<file path="src/verilog/msli_defines.svh">
// constants for the monitor sequencer and limit checker
// How it works
// - analog code step is reference over 1024
// - upper test greater-than, lower test less-equal
// - 8-bit limits meet 10-bit results
// - unmasked analog excursion sets status one flag
// - pending unmasked flag drives pin, polarity selectable
// - temperatures checked against own high low limits
// - single mode repeats selected channel back to back
// - round robin fixed channel order, results stored
// - temperature span -128..127, quarter degree steps
// - averaging stores mean of sixteen conversions
// - slow conversion times, internal and external temperature
// - temperature result held in two byte registers
// - bit five disables averaging, enabled at power-up
// - round robin converts both temperatures every pass unless pins are analog inputs, then internal only
// - new measurement after each host transaction
// - transaction aborts conversion, resets converter, restarts after
// - supply result split, low bits 03h, high 06h
// - unmasked supply excursion sets status two flag
// - supply and temperatures always use internal reference
// - temperatures are 10-bit two's complement
// - monitoring disabled at power-up until enable bit
// - single enable bit switches single and round robin
`ifndef MSLI_DEFINES_SVH
`define MSLI_DEFINES_SVH
`define MSLI_ADDR_STAT1      8'h00
`define MSLI_ADDR_STAT2      8'h01
`define MSLI_ADDR_LOWB_A     8'h03
`define MSLI_ADDR_LOWB_B     8'h04
`define MSLI_ADDR_VAL_BASE   8'h06
`define MSLI_ADDR_VAL_LAST   8'h0c
`define MSLI_ADDR_CFG1       8'h18
`define MSLI_ADDR_CTL2       8'h19
`define MSLI_ADDR_CTL3       8'h1a
`define MSLI_ADDR_MASK1      8'h1d
`define MSLI_ADDR_MASK2      8'h1e
`define MSLI_ADDR_LIM_BASE   8'h20
`define MSLI_ADDR_LIM_LAST   8'h2d
`define MSLI_CFG1_EN         0
`define MSLI_CFG1_PINS_AIN   1
`define MSLI_CFG1_IRQ_POL    3
`define MSLI_CTL2_SINGLE     4
`define MSLI_CTL2_AVG_OFF    5
`define MSLI_CTL3_REF_VDD    4
`define MSLI_CFG1_RST        8'h00
`define MSLI_CTL2_RST        8'h00
`define MSLI_CTL3_RST        8'h00
`define MSLI_MASK_RST        8'h00
`define MSLI_LIM_HI_V_RST    8'hff
`define MSLI_LIM_LO_V_RST    8'h00
`define MSLI_LIM_HI_T_RST    8'h7f
`define MSLI_LIM_LO_T_RST    8'h80
`define MSLI_ADC_CODES       1024
`define MSLI_AVG_LAST        4'hf
`define MSLI_AVG_SHIFT       4
`define MSLI_CLK_MHZ         25
`define MSLI_INT_CONV_NS     712000
`define MSLI_EXT_CONV_NS     1510000
`define MSLI_CONV_TIMEOUT_CYC ((2 * `MSLI_EXT_CONV_NS * `MSLI_CLK_MHZ) / 1000)
`endif

</file>
<file path="src/verilog/msli_pkg.sv">
// types and channel helpers of the monitor sequencer
`default_nettype none
package msli_pkg;
  typedef enum logic [2:0] {
    MSLI_CH_SUPPLY = 3'h0,
    MSLI_CH_INT    = 3'h1,
    MSLI_CH_EXT    = 3'h2,
    MSLI_CH_AIN1   = 3'h3,
    MSLI_CH_AIN2   = 3'h4,
    MSLI_CH_AIN3   = 3'h5,
    MSLI_CH_AIN4   = 3'h6
  } msli_chan_t;

  typedef enum logic [3:0] {
    MSLI_ST_IDLE  = 4'h1,
    MSLI_ST_START = 4'h2,
    MSLI_ST_WAIT  = 4'h4,
    MSLI_ST_STORE = 4'h8
  } msli_state_t;

  function automatic logic chan_is_temp(input msli_chan_t ch);
    return (ch == MSLI_CH_INT) || (ch == MSLI_CH_EXT);
  endfunction

  function automatic msli_chan_t single_chan(input logic [2:0] sel);
    if (sel == 3'h7)
    begin
      return MSLI_CH_SUPPLY;
    end
    return msli_chan_t'(sel);
  endfunction

  function automatic msli_chan_t rr_next(input msli_chan_t ch, input logic pins_ain);
    case (ch)
      MSLI_CH_SUPPLY: return MSLI_CH_INT;
      MSLI_CH_INT:    return pins_ain ? MSLI_CH_AIN1 : MSLI_CH_EXT;
      MSLI_CH_EXT:    return MSLI_CH_AIN3;
      MSLI_CH_AIN1:   return MSLI_CH_AIN2;
      MSLI_CH_AIN2:   return MSLI_CH_AIN3;
      MSLI_CH_AIN3:   return MSLI_CH_AIN4;
      default:        return MSLI_CH_SUPPLY;
    endcase
  endfunction
endpackage
`default_nettype wire

</file>
<file path="src/verilog/msli_monitor_top.sv">
// measurement sequencer, register file, limit flags and interrupt pin
`timescale 1ns/10ps
`default_nettype none
`include "msli_defines.svh"
module msli_monitor_top
  import msli_pkg::*;
#(
  parameter int CONV_TIMEOUT_CYC = `MSLI_CONV_TIMEOUT_CYC
)
(
  // clock and reset
  input  wire logic       clk_sys,
  input  wire logic       resetn,
  // register access from the serial front end
  input  wire logic [7:0] reg_addr,
  input  wire logic [7:0] reg_wdata,
  input  wire logic       reg_wr,
  input  wire logic       reg_rd,
  output logic [7:0]      reg_rdata,
  input  wire logic       bus_active,
  // shared converter
  output logic            adc_start,
  output logic            adc_reset,
  output logic [2:0]      adc_chan,
  output logic            adc_ref_ext,
  input  wire logic       adc_done,
  input  wire logic [9:0] adc_data,
  // interrupt pin
  output logic            irq_out
);
  localparam logic [16:0] TIMEOUT_LAST = 17'(CONV_TIMEOUT_CYC - 1);

  msli_state_t state_q;
  msli_chan_t  cur_ch_q;
  logic [16:0] timer_q;
  logic        bus_active_q;
  logic [9:0]  sample_q;
  logic [7:0]  cfg1_q;
  logic [7:0]  ctl2_q;
  logic [7:0]  ctl3_q;
  logic [7:0]  mask1_q;
  logic [7:0]  mask2_q;
  logic [5:0]  stat1_q;
  logic        stat2_q;
  logic [9:0]  val_q    [0:6];
  logic [7:0]  lim_hi_q [0:6];
  logic [7:0]  lim_lo_q [0:6];
  logic [7:0]  rdata_d;
  logic [7:0]  lim_off;
  logic [7:0]  val_off;
  logic        abort;
  logic        ch_temp;
  logic        avg_vld;
  logic [9:0]  avg_res;
  logic [9:0]  store_val;
  logic        store_fire;
  logic        above;
  logic        below;
  logic        out_lim;
  logic [5:0]  set1;
  logic        set2;
  logic        rd_stat1;
  logic        rd_stat2;
  logic        any_irq;
  msli_chan_t  next_ch;

  // ***************************************************
  // sequencing
  // ***************************************************
  assign abort    = bus_active || !cfg1_q[`MSLI_CFG1_EN];
  assign ch_temp  = chan_is_temp(cur_ch_q);
  assign next_ch  = ctl2_q[`MSLI_CTL2_SINGLE] ? single_chan(ctl2_q[2:0])
                  : rr_next(cur_ch_q, cfg1_q[`MSLI_CFG1_PINS_AIN]);
  assign store_val  = ch_temp ? avg_res : sample_q;
  assign store_fire = (state_q == MSLI_ST_STORE) && !abort && (!ch_temp || avg_vld);

  msli_averager u_avg (
    .clk_sys      (clk_sys),
    .resetn       (resetn),
    .clear        (abort),
    .avg_on       (!ctl2_q[`MSLI_CTL2_AVG_OFF]),
    .sample_valid ((state_q == MSLI_ST_WAIT) && adc_done && ch_temp && !abort),
    .sample       (adc_data),
    .result_valid (avg_vld),
    .result       (avg_res)
  );

  always_ff @(posedge clk_sys or negedge resetn)
  begin
    if (!resetn)
    begin
      state_q  <= MSLI_ST_IDLE;
      cur_ch_q <= MSLI_CH_SUPPLY;
    end
    else if (abort)
    begin
      state_q <= MSLI_ST_IDLE;
    end
    else
    begin
      case (state_q)
        MSLI_ST_IDLE:
        begin
          // restart right after the transaction
          state_q <= MSLI_ST_START;
          if (ctl2_q[`MSLI_CTL2_SINGLE])
          begin
            cur_ch_q <= single_chan(ctl2_q[2:0]);
          end
        end
        MSLI_ST_START:
        begin
          state_q <= MSLI_ST_WAIT;
        end
        MSLI_ST_WAIT:
        begin
          if (adc_done)
          begin
            state_q <= MSLI_ST_STORE;
          end
          else if (timer_q == TIMEOUT_LAST)
          begin
            state_q <= MSLI_ST_START;
          end
        end
        MSLI_ST_STORE:
        begin
          // back to back conversions, same channel while averaging
          state_q <= MSLI_ST_START;
          if (store_fire)
          begin
            cur_ch_q <= next_ch;
          end
        end
        default:
        begin
          state_q <= MSLI_ST_IDLE;
        end
      endcase
    end
  end

  // conversion watchdog, twice the slow external time
  always_ff @(posedge clk_sys or negedge resetn)
  begin
    if (!resetn)
    begin
      timer_q <= 17'h00000;
    end
    else if (state_q == MSLI_ST_WAIT)
    begin
      timer_q <= timer_q + 17'h00001;
    end
    else
    begin
      timer_q <= 17'h00000;
    end
  end

  always_ff @(posedge clk_sys or negedge resetn)
  begin
    if (!resetn)
    begin
      adc_start    <= 1'b0;
      adc_reset    <= 1'b0;
      adc_chan     <= 3'h0;
      adc_ref_ext  <= 1'b0;
      bus_active_q <= 1'b0;
      sample_q     <= 10'h000;
    end
    else
    begin
      bus_active_q <= bus_active;
      adc_reset    <= bus_active && !bus_active_q;
      adc_start    <= !abort && (state_q == MSLI_ST_START);
      if (state_q == MSLI_ST_START)
      begin
        adc_chan    <= cur_ch_q;
        adc_ref_ext <= (cur_ch_q >= MSLI_CH_AIN1) && ctl3_q[`MSLI_CTL3_REF_VDD];
      end
      if ((state_q == MSLI_ST_WAIT) && adc_done)
      begin
        sample_q <= adc_data;
      end
    end
  end

  // ***************************************************
  // results and limits
  // ***************************************************
  msli_limit_cmp u_cmp (
    .value     (store_val),
    .lim_hi    (lim_hi_q[cur_ch_q]),
    .lim_lo    (lim_lo_q[cur_ch_q]),
    .is_signed (ch_temp),
    .above     (above),
    .below     (below)
  );

  assign out_lim = store_fire && (above || below);

  always_ff @(posedge clk_sys or negedge resetn)
  begin
    if (!resetn)
    begin
      for (int i = 0; i < 7; i++)
      begin
        val_q[i] <= 10'h000;
      end
    end
    else if (store_fire)
    begin
      val_q[cur_ch_q] <= store_val;
    end
  end

  // ***************************************************
  // flags and interrupt
  // ***************************************************
  always_comb
  begin
    set1 = 6'h00;
    set2 = 1'b0;
    if (out_lim && (cur_ch_q == MSLI_CH_SUPPLY))
    begin
      set2 = !mask2_q[0];
    end
    else if (out_lim)
    begin
      set1[3'(cur_ch_q - 3'h1)] = !mask1_q[3'(cur_ch_q - 3'h1)];
    end
  end

  assign rd_stat1 = reg_rd && (reg_addr == `MSLI_ADDR_STAT1);
  assign rd_stat2 = reg_rd && (reg_addr == `MSLI_ADDR_STAT2);

  always_ff @(posedge clk_sys or negedge resetn)
  begin
    if (!resetn)
    begin
      stat1_q <= 6'h00;
      stat2_q <= 1'b0;
    end
    else
    begin
      // new event beats the read clear
      stat1_q <= (stat1_q & ~{6{rd_stat1}}) | set1;
      stat2_q <= (stat2_q & !rd_stat2) | set2;
    end
  end

  assign any_irq = (|(stat1_q & ~mask1_q[5:0])) || (stat2_q && !mask2_q[0]);

  always_ff @(posedge clk_sys or negedge resetn)
  begin
    if (!resetn)
    begin
      irq_out <= 1'b1;
    end
    else
    begin
      irq_out <= cfg1_q[`MSLI_CFG1_IRQ_POL] ? any_irq : !any_irq;
    end
  end

  // ***************************************************
  // register file
  // ***************************************************
  assign lim_off = reg_addr - `MSLI_ADDR_LIM_BASE;
  assign val_off = reg_addr - `MSLI_ADDR_VAL_BASE;

  always_ff @(posedge clk_sys or negedge resetn)
  begin
    if (!resetn)
    begin
      cfg1_q  <= `MSLI_CFG1_RST;
      ctl2_q  <= `MSLI_CTL2_RST;
      ctl3_q  <= `MSLI_CTL3_RST;
      mask1_q <= `MSLI_MASK_RST;
      mask2_q <= `MSLI_MASK_RST;
      for (int i = 0; i < 7; i++)
      begin
        lim_hi_q[i] <= ((i == 1) || (i == 2)) ? `MSLI_LIM_HI_T_RST : `MSLI_LIM_HI_V_RST;
        lim_lo_q[i] <= ((i == 1) || (i == 2)) ? `MSLI_LIM_LO_T_RST : `MSLI_LIM_LO_V_RST;
      end
    end
    else if (reg_wr)
    begin
      if (reg_addr == `MSLI_ADDR_CFG1)
      begin
        cfg1_q <= reg_wdata;
      end
      else if (reg_addr == `MSLI_ADDR_CTL2)
      begin
        ctl2_q <= reg_wdata;
      end
      else if (reg_addr == `MSLI_ADDR_CTL3)
      begin
        ctl3_q <= reg_wdata;
      end
      else if (reg_addr == `MSLI_ADDR_MASK1)
      begin
        mask1_q <= reg_wdata;
      end
      else if (reg_addr == `MSLI_ADDR_MASK2)
      begin
        mask2_q <= reg_wdata;
      end
      else if ((reg_addr >= `MSLI_ADDR_LIM_BASE) && (reg_addr <= `MSLI_ADDR_LIM_LAST))
      begin
        if (lim_off[0])
        begin
          lim_lo_q[lim_off[3:1]] <= reg_wdata;
        end
        else
        begin
          lim_hi_q[lim_off[3:1]] <= reg_wdata;
        end
      end
    end
  end

  always_comb
  begin
    rdata_d = 8'h00;
    if (reg_addr == `MSLI_ADDR_STAT1)
    begin
      rdata_d = {2'h0, stat1_q};
    end
    else if (reg_addr == `MSLI_ADDR_STAT2)
    begin
      rdata_d = {7'h00, stat2_q};
    end
    else if (reg_addr == `MSLI_ADDR_LOWB_A)
    begin
      rdata_d = {2'h0, val_q[2][1:0], val_q[1][1:0], val_q[0][1:0]};
    end
    else if (reg_addr == `MSLI_ADDR_LOWB_B)
    begin
      rdata_d = {val_q[6][1:0], val_q[5][1:0], val_q[4][1:0], val_q[3][1:0]};
    end
    else if ((reg_addr >= `MSLI_ADDR_VAL_BASE) && (reg_addr <= `MSLI_ADDR_VAL_LAST))
    begin
      rdata_d = val_q[val_off[2:0]][9:2];
    end
    else if (reg_addr == `MSLI_ADDR_CFG1)
    begin
      rdata_d = cfg1_q;
    end
    else if (reg_addr == `MSLI_ADDR_CTL2)
    begin
      rdata_d = ctl2_q;
    end
    else if (reg_addr == `MSLI_ADDR_CTL3)
    begin
      rdata_d = ctl3_q;
    end
    else if (reg_addr == `MSLI_ADDR_MASK1)
    begin
      rdata_d = mask1_q;
    end
    else if (reg_addr == `MSLI_ADDR_MASK2)
    begin
      rdata_d = mask2_q;
    end
    else if ((reg_addr >= `MSLI_ADDR_LIM_BASE) && (reg_addr <= `MSLI_ADDR_LIM_LAST))
    begin
      rdata_d = lim_off[0] ? lim_lo_q[lim_off[3:1]] : lim_hi_q[lim_off[3:1]];
    end
  end

  always_ff @(posedge clk_sys or negedge resetn)
  begin
    if (!resetn)
    begin
      reg_rdata <= 8'h00;
    end
    else if (reg_rd)
    begin
      reg_rdata <= rdata_d;
    end
  end
endmodule
`default_nettype wire

</file>
<file path="src/verilog/msli_limit_cmp.sv">
// window comparator of one result against its byte limits
`timescale 1ns/10ps
`default_nettype none
module msli_limit_cmp
  import msli_pkg::*;
(
  // result and limits
  input  wire logic [9:0] value,
  input  wire logic [7:0] lim_hi,
  input  wire logic [7:0] lim_lo,
  input  wire logic       is_signed,
  // outcome
  output logic            above,
  output logic            below
);
  logic [7:0] top8;

  // only the upper byte meets the limit
  assign top8 = value[9:2];

  always_comb
  begin
    if (is_signed)
    begin
      above = $signed(top8) > $signed(lim_hi);
      below = $signed(top8) <= $signed(lim_lo);
    end
    else
    begin
      above = top8 > lim_hi;
      below = top8 <= lim_lo;
    end
  end
endmodule
`default_nettype wire

</file>
<file path="src/verilog/msli_averager.sv">
// sixteen-sample temperature averager with pass-through
`timescale 1ns/10ps
`default_nettype none
`include "msli_defines.svh"
module msli_averager
  import msli_pkg::*;
(
  // clock and reset
  input  wire logic       clk_sys,
  input  wire logic       resetn,
  // control
  input  wire logic       clear,
  input  wire logic       avg_on,
  // samples in
  input  wire logic       sample_valid,
  input  wire logic [9:0] sample,
  // result out
  output logic            result_valid,
  output logic [9:0]      result
);
  logic [13:0] acc_q;
  logic [3:0]  cnt_q;
  logic [13:0] sum;

  assign sum = acc_q + {{4{sample[9]}}, sample};

  always_ff @(posedge clk_sys or negedge resetn)
  begin
    if (!resetn)
    begin
      acc_q <= 14'h0000;
      cnt_q <= 4'h0;
    end
    else if (clear || !avg_on)
    begin
      acc_q <= 14'h0000;
      cnt_q <= 4'h0;
    end
    else if (sample_valid)
    begin
      if (cnt_q == `MSLI_AVG_LAST)
      begin
        acc_q <= 14'h0000;
        cnt_q <= 4'h0;
      end
      else
      begin
        acc_q <= sum;
        cnt_q <= cnt_q + 4'h1;
      end
    end
  end

  always_ff @(posedge clk_sys or negedge resetn)
  begin
    if (!resetn)
    begin
      result_valid <= 1'b0;
      result       <= 10'h000;
    end
    else
    begin
      result_valid <= !clear && sample_valid && (!avg_on || (cnt_q == `MSLI_AVG_LAST));
      // arithmetic mean keeps the two's complement form
      result       <= avg_on ? sum[13:`MSLI_AVG_SHIFT] : sample;
    end
  end
endmodule
`default_nettype wire

</file>
<file path="config.mk">
export PLATFORM = sky130hd
export DESIGN_NAME = msli_monitor_top
export DESIGN_NICKNAME = d
export VERILOG_FILES = /design/src/verilog/msli_pkg.sv /design/src/verilog/msli_monitor_top.sv /design/src/verilog/msli_limit_cmp.sv /design/src/verilog/msli_averager.sv
export VERILOG_INCLUDE_DIRS = /design/src /design/src/verilog
export SDC_FILE = /design/constraint.sdc
export NUM_CORES = 1
export LEC_CHECK = 0
export ABC_AREA = 1
export BUFFER_PORTS_ARGS = -buffer_cell sky130_fd_sc_hd__clkbuf_2
export CELL_PAD_IN_SITES_DETAIL_PLACEMENT = 0
export CELL_PAD_IN_SITES_GLOBAL_PLACEMENT = 1
export CORE_MARGIN = 2
export CORE_UTILIZATION = 30
export CTS_CLUSTER_SIZE = 24
export DETAILED_ROUTE_END_ITERATION = 16
export GPL_TIMING_DRIVEN = 0
export MAX_ROUTING_LAYER = met4
export PLACE_DENSITY_LB_ADDON = 0.1
export SYNTH_ARGS = -nofsm -noshare
export SYNTH_HDL_FRONTEND = slang
export SYNTH_SLANG_ARGS = --single-unit
</file>
<file path="constraint.sdc">
create_clock -name clk_sys -period 5.2 [get_ports clk_sys]
set_input_delay 1.04 -clock clk_sys [delete_from_list [all_inputs] [get_ports clk_sys]]
set_output_delay 1.04 -clock clk_sys [all_outputs]
set_load 0.05 [all_outputs]
</file>
==> impl_metrics.py, run 1 <==
metrics = {
    "outcome": {
        "status": "complete, no violations",
    },
    "setup_path": {
        "crit_path_top_delay_cell": "o21ai_0",
        "timing.critical_path.slowest_cell_delay_ns": 1.12,
        "worstReg2RegEnd": "stat1_q[4]",
        "path_common_cell": "nand2_1",
        "crit_arrival_ns": 5.24,
        "crit_type": "flop to flop",
        "crit_chain": "inv_1 > buf_2 > clkbuf_2 > ha_1 > nand2_1 > nand2_1 > clkbuf_1 > o21ai_0 > ha_1 > nand3_1 > o21ai_1 > nand2_1 > nand2_1 > nand2_1 > nand2_1 > nor2_2 > nand2_4 > nand4_1 > nand2_1",
        "r2r_setup_slack_ns": 0.40,
        "worstPathRequired_ns": 5.64,
        "end_kind": "flop",
        "r2r.worst_path.cells": 19,
        "critical_path_peak_fanout": 19,
        "cp-start-kind": "flop",
        "cp_top_family": "buffers and inverters",
        "r2r-start": "cur_ch_q[0]",
        "crit_start": "cur_ch_q[0]",
        "path_buf_inv": 4,
    },
    "sta": {
        "setup_viol": 0,
        "skew_ns": 0.0234,
        "min_period_over_period": 0.923,
        "worstMarginPinSlew_ns": 1.40,
        "rsz0062_at_grt": "false",
        "hold_viol_final": 0,
        "timing.fmax_mhz": 208,
        "layout_setup_ws_ns": 0.401,
        "drv_slew": 0,
        "relSlewSlack": 0.0600,
        "hold_ws_ns": 0.401,
        "fin_crit_ns": 4.80,
    },
    "finish": {
        "postLayoutCellArea_mm2": 0.0187,
        "multi_input_area_mm2": 0.00723,
        "antennaDiodeCount": 0,
        "fillers": 5568,
        "final_common_cell": "nand2_1",
        "mostFrequentLayoutCells": "nand2_1 (511), o21ai_0 (334), dfrtp_1 (250), inv_1 (142), nor2_1 (119)",
        "layout.nets": 2126,
        "regArea_mm2": 0.00778,
        "layout-drive-gt1-share": 0.143,
        "syn_to_final_growth_pct": 16.1,
    },
    "routing": {
        "topRoutingLayerUsed": "met4",
        "first_pass_iters": 5,
        "avgRoutedWirePerCell_um": 22.0,
        "route.met3.wl_um": 3300,
        "dr_wl_met2_um": 27300,
        "drc": 0,
        "drt_iter0_drc": 1241,
        "via_count": 14200,
        "postRouteAntennaNets": 0,
        "via_per_inst": 5.11,
        "wl_met1_um": 28900,
        "drt-total-wl_um": 61000,
    },
    "clock_network": {
        "cts_setup_buffers": 0,
        "clk_path_buf_depth": 3,
        "root_buffer": "clkbuf_16",
        "clk_pin_slew_worst_paths_ns": 0.06,
        "numCtsBuffers": 39,
        "cts.sinks": 308,
        "clk_latency_ns": 0.57,
        "ctsHoldBuffers": 0,
        "cts_tree": "done",
        "htreeDepth": 2,
    },
    "die": {
        "start_util": 0.305,
        "core_mm2": 0.0529,
        "row_count": 84,
        "num_io_pins": 47,
        "die_area_mm2": 0.0555,
        "die_y_um": 236,
        "die_x_um": 236,
    },
    "pwr": {
        "p_leak_nw": 8.28,
        "comb_power_share": 0.118,
        "seqPwrFrac": 0.406,
        "cellPowerDensity_mw_per_mm2": 334,
        "p_sw_mw": 1.73,
        "netSwitchingFraction": 0.277,
        "internal-power_mw": 4.52,
        "pwr-share-clk": 0.476,
        "ir_drop_mv": 0.187,
    },
    "grt": {
        "grt_usage": 0.228,
        "grt_pass1_wl_um": 92600,
        "gr-total-overflow": 0,
        "grt_pass1_vias": 14000,
        "antenna_found_initial": 2,
        "grt_max_degree": 94,
    },
    "synth": {
        "syn_inst": 1966,
        "synth_flop_cell": "dfrtp_1",
        "yosysSeqAreaShare": 0.483,
        "synth-edff-count": 0,
        "ys_ff_latch": 308,
        "yosysWarnings": 0,
        "postSynth.asyncResetShare": 1.00,
        "avgSynthCellArea_um2": 8.19,
        "synth_cell_types": 65,
        "netlist_area_mm2": 0.0161,
        "synth_fp_nets": 2037,
    },
    "min_path": {
        "min-delay-start": "bus_active_q",
        "min_path_type": "flop to flop",
        "hold-path-endpoint": "adc_reset",
        "worstHoldPathCells": 1,
    },
    "placement": {
        "hpwlAfterDp_um": 44300,
        "dp_worst_setup_slack_ns": -0.525,
        "routabilityCongestion": 0.882,
        "port_buffers": 45,
        "postPlaceCellArea_mm2": 0.0173,
    },
    "job": {
        "cap_viol_max_count": 0,
    },
}
[worst max-delay path by stage]
stage / endpoint / cells past startpoint
3_3_place_gp: u_avg.acc_q[4] / 1
2_1_floorplan: stat1_q[2] / 22
6_report: stat1_q[4] / 19
4_1_cts: stat1_q[4] / 18
5_1_grt: stat1_q[4] / 21
3_5_place_dp: stat1_q[4] / 19
[cell families after synthesis]
logic type,share of synthesized area
multiplexers,0.00528
AO/OA/AOI/OAI,0.186
adder cells (fa/ha/maj),0.0308
buffers and inverters,0.0677
AND/OR/NAND/NOR,0.219
XOR/XNOR,0.00870
flip-flops,0.483
[registers in the layout, summed over array words and instances, names as in the netlist, 3 cells and up]
signal and count:
val_q 70, lim_hi_q 56, lim_lo_q 56, timer_q 17, u_avg.acc_q 14, sample_q 10, u_avg.result 10, cfg1_q 8
ctl2_q 8, ctl3_q 8, mask1_q 8, mask2_q 8, reg_rdata 8, stat1_q 6, state_q 4, u_avg.cnt_q 4
adc_chan 3, cur_ch_q 3
[worst reg2reg max path, stage by stage (launching register included)]
cell and delay [ns]:
dfrtp_1 0.46, inv_1 0.16, buf_2 0.33, clkbuf_2 0.44
ha_1 0.39, nand2_1 0.10, nand2_1 0.16, clkbuf_1 0.27
o21ai_0 1.12, ha_1 0.41, nand3_1 0.09, o21ai_1 0.07
nand2_1 0.06, nand2_1 0.06, nand2_1 0.06, nand2_1 0.06
nor2_2 0.14, nand2_4 0.10, nand4_1 0.11, nand2_1 0.06
[synth_stat cells (8+ instances only)]
cell type  number  area, um^2
a21oi_1        64         320
a221oi_1        8        70.1
buf_2          19        95.1
buf_6          13         146
clkbuf_1       47         176
dfrtp_1       250        6260
dfstp_2        58        1520
ha_1           38         475
inv_1         142         533
inv_2          16        60.1
nand2_1       511        1920
nand2_2        17         106
nand3_1        75         375
nand4_1        23         144
nor2_1        119         447
nor2_2          8        50.1
nor3_1         11        55.1
o211ai_1       10        75.1
o21ai_0       334        1670
o21ai_1        26         130
o221ai_1       13         114
o22ai_1        31         194
xnor2_1         8        70.1
xor2_1          8        70.1
[timing repair]
item                       4_1_cts  5_1_grt
hold endpoints to repair         0        0
gates resized for setup          1        0
setup endpoints to repair        7        7
pin swaps                        0        0
[routing by layer]
metal	track usage	vias up
met2	0.347	411
met1	0.316	6887
li1	-	6779
met4	0.0629	0
met5	-	-
met3	0.0324	86
[per-stage QoR]
| stage | utilization | setup TNS [ns] | cells | power [mW] |
|---|---|---|---|---|
| after global routing | 0.354 | 0 | 2773 | 6.50 |
| after CTS | 0.354 | 0 | 2773 | 6.32 |
| after global placement | 0.325 | -1103.65 | 2699 | 3.30 |
| after detailed placement | 0.327 | -3.43 | 2703 | 3.31 |
| final | 0.354 | 0 | 2773 | 6.25 |
| after floorplan | - | 0 | 1966 | 2.98 |
[area by class of cell]
class                           instances  share of cell area
Sequential cell                       308               0.416
Timing Repair Buffer                   50              0.0176
Inverter                              163              0.0329
Multi-Input combinational cell       1406               0.387
Clock inverter                         18              0.0142
Tap cell                              688              0.0461
Clock buffer                           53              0.0610
Buffer                                 87              0.0251
[power by group through the flow]
stage | Sequential (mW) | Clock [mW] | Combinational, mW
2_1_floorplan | 2.57 | 0 | 0.411
3_3_place_gp | 2.57 | 0 | 0.723
3_5_place_dp | 2.57 | 0 | 0.735
4_1_cts | 2.53 | 3.05 | 0.737
5_1_grt | 2.54 | 3.14 | 0.817
6_report | 2.54 | 2.98 | 0.735
(Power assumes the default switching activity.)
==> run 2, diff against run 1 <==
--- a/config.mk
+++ b/config.mk
@@ -11,7 +11,7 @@
 export CELL_PAD_IN_SITES_DETAIL_PLACEMENT = 0
 export CELL_PAD_IN_SITES_GLOBAL_PLACEMENT = 1
 export CORE_MARGIN = 2
-export CORE_UTILIZATION = 30
+export CORE_UTILIZATION = 49
 export CTS_CLUSTER_SIZE = 24
 export DETAILED_ROUTE_END_ITERATION = 16
 export GPL_TIMING_DRIVEN = 0
==> impl_metrics.py, run 2 (synthesis gave the netlist of run 1 again) <==
metrics = {
    "outcome": {
        "status": "complete, no violations",
    },
    "clock_network": {
        "cts.sinks": 308,
        "clk_pin_slew_worst_paths_ns": 0.06,
        "cts_tree": "done",
        "ctsHoldBuffers": 0,
        "htreeDepth": 2,
        "clk_latency_ns": 0.52,
        "root_buffer": "clkbuf_16",
        "numCtsBuffers": 36,
        "clk_path_buf_depth": 3,
        "cts_setup_buffers": 0,
    },
    "finish": {
        "largest_registers": "val_q x70, lim_hi_q x56, lim_lo_q x56",
        "final_common_cell": "nand2_1",
        "regArea_mm2": 0.00778,
        "mostFrequentLayoutCells": "nand2_1 (511), o21ai_0 (334), dfrtp_1 (250), inv_1 (142), nor2_1 (119)",
        "top_register": "val_q",
        "largest_reg_flops": 70,
        "layout-drive-gt1-share": 0.138,
        "fillers": 3074,
        "syn_to_final_growth_pct": 12.9,
        "multi_input_area_mm2": 0.00723,
        "layout.nets": 2121,
    },
    "sta": {
        "min_period_over_period": 0.976,
        "relSlewSlack": 0.0387,
        "rsz0062_at_grt": "false",
        "worstMarginPinSlew_ns": 1.43,
        "drv_slew": 0,
        "layout_setup_ws_ns": 0.127,
        "setup_viol": 0,
        "hold_viol_final": 0,
        "fin_crit_ns": 5.07,
        "timing.fmax_mhz": 197,
        "skew_ns": 0.00744,
    },
    "pwr": {
        "ir_drop_mv": 0.237,
        "p_leak_nw": 8.19,
        "finalPower_mw": 5.83,
        "cellPowerDensity_mw_per_mm2": 321,
    },
    "placement": {
        "routabilityCongestion": 0.945,
        "dp_worst_setup_slack_ns": -0.202,
        "port_buffers": 45,
        "hpwlAfterDp_um": 38200,
    },
    "setup_path": {
        "cp-start-kind": "flop",
        "crit_arrival_ns": 5.53,
        "end_kind": "flop",
        "critical_path_peak_fanout": 13,
        "crit_type": "flop to flop",
        "worstPathRequired_ns": 5.66,
    },
    "die": {
        "num_io_pins": 47,
        "die_y_um": 185,
        "die_x_um": 185,
        "core_mm2": 0.0325,
        "die_area_mm2": 0.0343,
        "row_count": 66,
        "start_util": 0.496,
    },
    "grt": {
        "grt_usage": 0.326,
        "grt_pass1_vias": 13700,
        "grt_max_degree": 111,
        "antenna_found_initial": 3,
        "gr-total-overflow": 0,
        "grt_pass1_wl_um": 81800,
    },
    "routing": {
        "avgRoutedWirePerCell_um": 21.0,
        "drc": 0,
        "via_per_inst": 5.70,
        "postRouteAntennaNets": 0,
        "drt_iter0_drc": 1609,
        "drt-total-wl_um": 52800,
        "first_pass_iters": 5,
        "via_count": 14300,
    },
    "min_path": {
        "min_path_type": "flop to flop",
    },
    "job": {
        "cap_viol_max_count": 0,
    },
}
==> run 2: cell count changes in the layout (fill, tap and decap cells not counted), sizes merged <==
cell,change
clkinvlp,-3
clkinv,-1
bufinv,-5
diode,+1
clkbuf,+3
buf,-3
inv,-1
==> run 2: critical path, stage by stage, from the launching register on <==
cell	delay [ns]
dfrtp_1	0.46
buf_4	0.22
inv_2	0.24
clkbuf_1	0.89
ha_1	0.45
nand2_1	0.08
nand2_1	0.15
clkbuf_1	0.37
o21ai_0	0.57
ha_1	0.56
nand2_1	0.06
nor2_1	0.13
nand4_1	0.11
or2_0	0.22
nand2_1	0.09
nor2_2	0.06
nand2_4	0.09
nand4_1	0.13
nand2_1	0.11
==> run 2: where the power goes <==
group          total (mW)  internal [mW]  leakage (nW)  switching, mW
Clock                2.58           1.57         0.607           1.01
Combinational       0.713          0.199          3.57          0.514
Sequential           2.53           2.48          4.01         0.0543
==> run 2: final timing paths <==
check	cells after the start	to	start	slack [ns]
setup reg to reg	18	stat1_q[4]	cur_ch_q[1]	0.13
min in group asynchronous	1	lim_lo_q[22]	resetn	0.54
setup / recovery	18	stat1_q[4]	cur_ch_q[1]	0.13
max in group asynchronous	2	u_avg.acc_q[7]	resetn	3.59
hold reg to reg	1	adc_reset	bus_active_q	0.40
hold / removal	1	adc_reset	bus_active_q	0.40
==> run 2: cell type report <==
type | count | share of cell area
tap | 442 | 0.0304
buffer | 88 | 0.0260
clock inverter | 8 | 0.00454
clock buffer | 55 | 0.0630
sequential | 308 | 0.428
timing repair buffer | 47 | 0.0159
antenna | 1 | 0.000138
multi-input combinational | 1406 | 0.398
inverter | 163 | 0.0338
==> run 2: through the flow <==
stage	instance area [um^2]	hold slack [ns]	util	TNS, ns	instances
global route	18200	0.413	0.560	0	2518
finish	18200	0.397	0.560	0	2518
global placement	16900	0.387	0.520	-945.36	2453
floorplan	16100	0.376	-	0	1966
CTS	18200	0.400	0.560	0	2518
detailed placement	16900	0.392	0.522	-1.11	2455
==> run 2: routing by layer <==
layer	share of wire	track usage	vias up
met5	0	-	-
met4	0.042	0.126	0
li1	-	-	6760
met2	0.42	0.463	626
met3	0.082	0.0608	127
met1	0.46	0.463	6836
==> run 2: what timing repair did <==
action	CTS	global route
gates resized for setup	1	0
pin swaps	0	0
setup endpoints to repair	7	7
==> run 3, diff against run 2 <==
--- a/config.mk
+++ b/config.mk
@@ -6,12 +6,12 @@
 export SDC_FILE = /design/constraint.sdc
 export NUM_CORES = 1
 export LEC_CHECK = 0
-export ABC_AREA = 1
 export BUFFER_PORTS_ARGS = -buffer_cell sky130_fd_sc_hd__clkbuf_2
 export CELL_PAD_IN_SITES_DETAIL_PLACEMENT = 0
 export CELL_PAD_IN_SITES_GLOBAL_PLACEMENT = 1
 export CORE_MARGIN = 2
 export CORE_UTILIZATION = 49
+export CTS_BUF_LIST = sky130_fd_sc_hd__clkbuf_4
 export CTS_CLUSTER_SIZE = 24
 export DETAILED_ROUTE_END_ITERATION = 16
 export GPL_TIMING_DRIVEN = 0
==> impl_metrics.py, run 3 <==
metrics = {
    "die": {
        "row_count": 66,
        "die_y_um": 186,
        "num_io_pins": 47,
        "die_x_um": 186,
        "die_area_mm2": 0.0347,
        "core_mm2": 0.0326,
        "start_util": 0.499,
    },
    "clock_network": {
        "root_buffer": "clkbuf_4",
        "cts.sinks": 308,
        "clk_latency_ns": 0.77,
        "clk_path_buf_depth": 3,
        "cts_tree": "done",
        "numCtsBuffers": 85,
        "clk_pin_slew_worst_paths_ns": 0.06,
        "htreeDepth": 3,
    },
    "routing": {
        "postRouteAntennaNets": 0,
        "drc": 0,
        "first_pass_iters": 5,
        "avgRoutedWirePerCell_um": 23.4,
        "via_per_inst": 6.06,
        "drt_iter0_drc": 1069,
        "via_count": 13100,
        "drt-total-wl_um": 50400,
    },
    "synth": {
        "synth_area_leaders": "dfrtp_1 (38%), mux2_2 (12%), dfstp_2 (9.4%), o21ai_0 (4.5%), mux4_2 (3.9%)",
        "synth_fp_nets": 1588,
        "yosysTopAreaCell": "dfrtp_1",
        "yosysWarnings": 0,
        "postSynth.asyncResetShare": 1.00,
        "avgSynthCellArea_um2": 10.7,
        "synth_top_area_share": 0.384,
        "synth_flop_cell": "dfrtp_1",
        "synth_most_common_cell": "dfrtp_1",
        "yosysSeqAreaShare": 0.478,
        "synth-edff-count": 0,
        "ys_ff_latch": 308,
        "netlist_top_cells_count": "dfrtp_1 (250), mux2_2 (168), nand2_1 (165), o21ai_0 (146), nor2_1 (112)",
        "syn_inst": 1517,
        "netlist_area_mm2": 0.0163,
        "synth_cell_types": 80,
    },
    "sta": {
        "worstMarginPinSlew_ns": 1.14,
        "setup_viol": 0,
        "fin_crit_ns": 4.92,
        "relSlewSlack": 0.233,
        "min_period_over_period": 0.946,
        "layout_setup_ws_ns": 0.283,
        "skew_ns": 0.0398,
        "rsz0062_at_grt": "false",
        "drv_slew": 0,
        "hold_viol_final": 0,
        "timing.fmax_mhz": 203,
        "hold_ws_ns": 0.234,
    },
    "finish": {
        "postLayoutCellArea_mm2": 0.0184,
        "fillers": 2950,
        "largest_registers": "val_q x70, lim_hi_q x56, lim_lo_q x56",
        "largest_reg_flops": 70,
        "layout.nets": 1718,
        "syn_to_final_growth_pct": 13.1,
        "final_cells": 2158,
        "top_register": "val_q",
        "layout-drive-gt1-share": 0.287,
        "mostFrequentLayoutCells": "dfrtp_1 (249), mux2_2 (168), nand2_1 (165), o21ai_0 (146), clkbuf_4 (132)",
        "final_common_cell": "dfrtp_1",
    },
    "grt": {
        "grt_usage": 0.314,
        "antenna_found_initial": 1,
        "gr-total-overflow": 0,
        "grt_pass1_vias": 13200,
        "use_met1": 0.410,
        "grt_pass1_wl_um": 78200,
        "met3_usage": 0.0543,
        "grt_most_used_layer": "met2",
        "grt_max_degree": 114,
        "grtUsageMet2": 0.487,
    },
    "setup_path": {
        "cp_top_family": "compound AO/OA/AOI/OAI gates",
        "crit_path_top_delay_cell": "clkbuf_1",
        "timing.critical_path.slowest_cell_delay_ns": 0.82,
        "path_buf_inv": 3,
        "crit_arrival_ns": 5.54,
        "crit_chain": "buf_2 > buf_4 > clkbuf_1 > mux2i_1 > nor2_1 > a21oi_1 > nor2_1 > a21oi_1 > ha_1 > and4_1 > nand3_1 > mux2i_1 > a32o_2 > a221oi_4 > o2111ai_4 > a32o_1",
        "worstPathRequired_ns": 5.83,
        "r2r.worst_path.cells": 16,
        "critical_path_peak_fanout": 10,
        "crit_type": "flop to flop",
        "cp.depth": 16,
        "end_kind": "flop",
        "cp-start-kind": "flop",
    },
    "placement": {
        "postPlaceCellArea_mm2": 0.0171,
        "dp_worst_setup_slack_ns": -2.17,
        "routabilityCongestion": 0.903,
        "dp_cells": 2000,
        "port_buffers": 37,
        "hpwlAfterDp_um": 35700,
    },
    "pwr": {
        "cellPowerDensity_mw_per_mm2": 294,
        "finalPower_mw": 5.41,
        "ir_drop_mv": 0.198,
        "p_leak_nw": 8.28,
    },
    "min_path": {
        "min_path_type": "input pin to async pin",
    },
    "outcome": {
        "status": "complete, no violations",
    },
    "job": {
        "cap_viol_max_count": 0,
    },
}
## run 3: metrics by stage
| step | setup TNS (ns) | utilization |
|---|---|---|
| finish | 0 | 0.564 |
| global route | 0 | 0.564 |
| CTS | 0 | 0.564 |
| detailed placement | -39.30 | 0.525 |
| global placement | -1033.80 | 0.522 |
| floorplan | 0 | - |
## run 3: logic make-up after synthesis
family                   synth area share
XOR/XNOR                           0.0145
multiplexers                        0.191
adder cells (fa/ha/maj)            0.0311
AND/OR/NAND/NOR                     0.117
buffers and inverters              0.0330
AO/OA/AOI/OAI                       0.136
flip-flops                          0.478
## run 3: worst paths after layout
path / from / endpoint / slack (ns)
max: cur_ch_q[1] / stat1_q[3] / 0.28
max reg2reg: cur_ch_q[1] / stat1_q[3] / 0.28
min in group clk_sys: bus_active_q / adc_reset / 0.40
min reg2reg: bus_active_q / adc_reset / 0.40
min: resetn / lim_lo_q[52] / 0.23
max in group asynchronous: resetn / sample_q[0] / 3.61
## run 3: routing by layer
metal	share of wire	vias to the layer above
li1	-	5837
met1	0.43	6583
met2	0.46	517
met3	0.066	143
met4	0.038	0
met5	0	-
## run 3: cell type report
type | instances | area (um^2) | area share
Multi-Input combinational cell | 1078 | 8050 | 0.437
Sequential cell | 308 | 7780 | 0.423
Clock buffer | 132 | 991 | 0.0538
Tap cell | 442 | 553 | 0.0300
Buffer | 93 | 417 | 0.0226
Timing Repair Buffer | 45 | 314 | 0.0171
Clock inverter | 23 | 170 | 0.00924
Inverter | 36 | 135 | 0.00734
Antenna cell | 1 | 2.50 | 0.000136
## run 3: power by group
part           switching [mW]  internal [mW]
clock network            1.08           1.30
logic                   0.332          0.177
registers              0.0487           2.48
## run 3: repair_timing
action,in CTS,in global routing
pin swaps,0,1
setup endpoints to repair,78,7
gates resized for setup,22,7
hold buffers,0,0
setup buffers,4,0
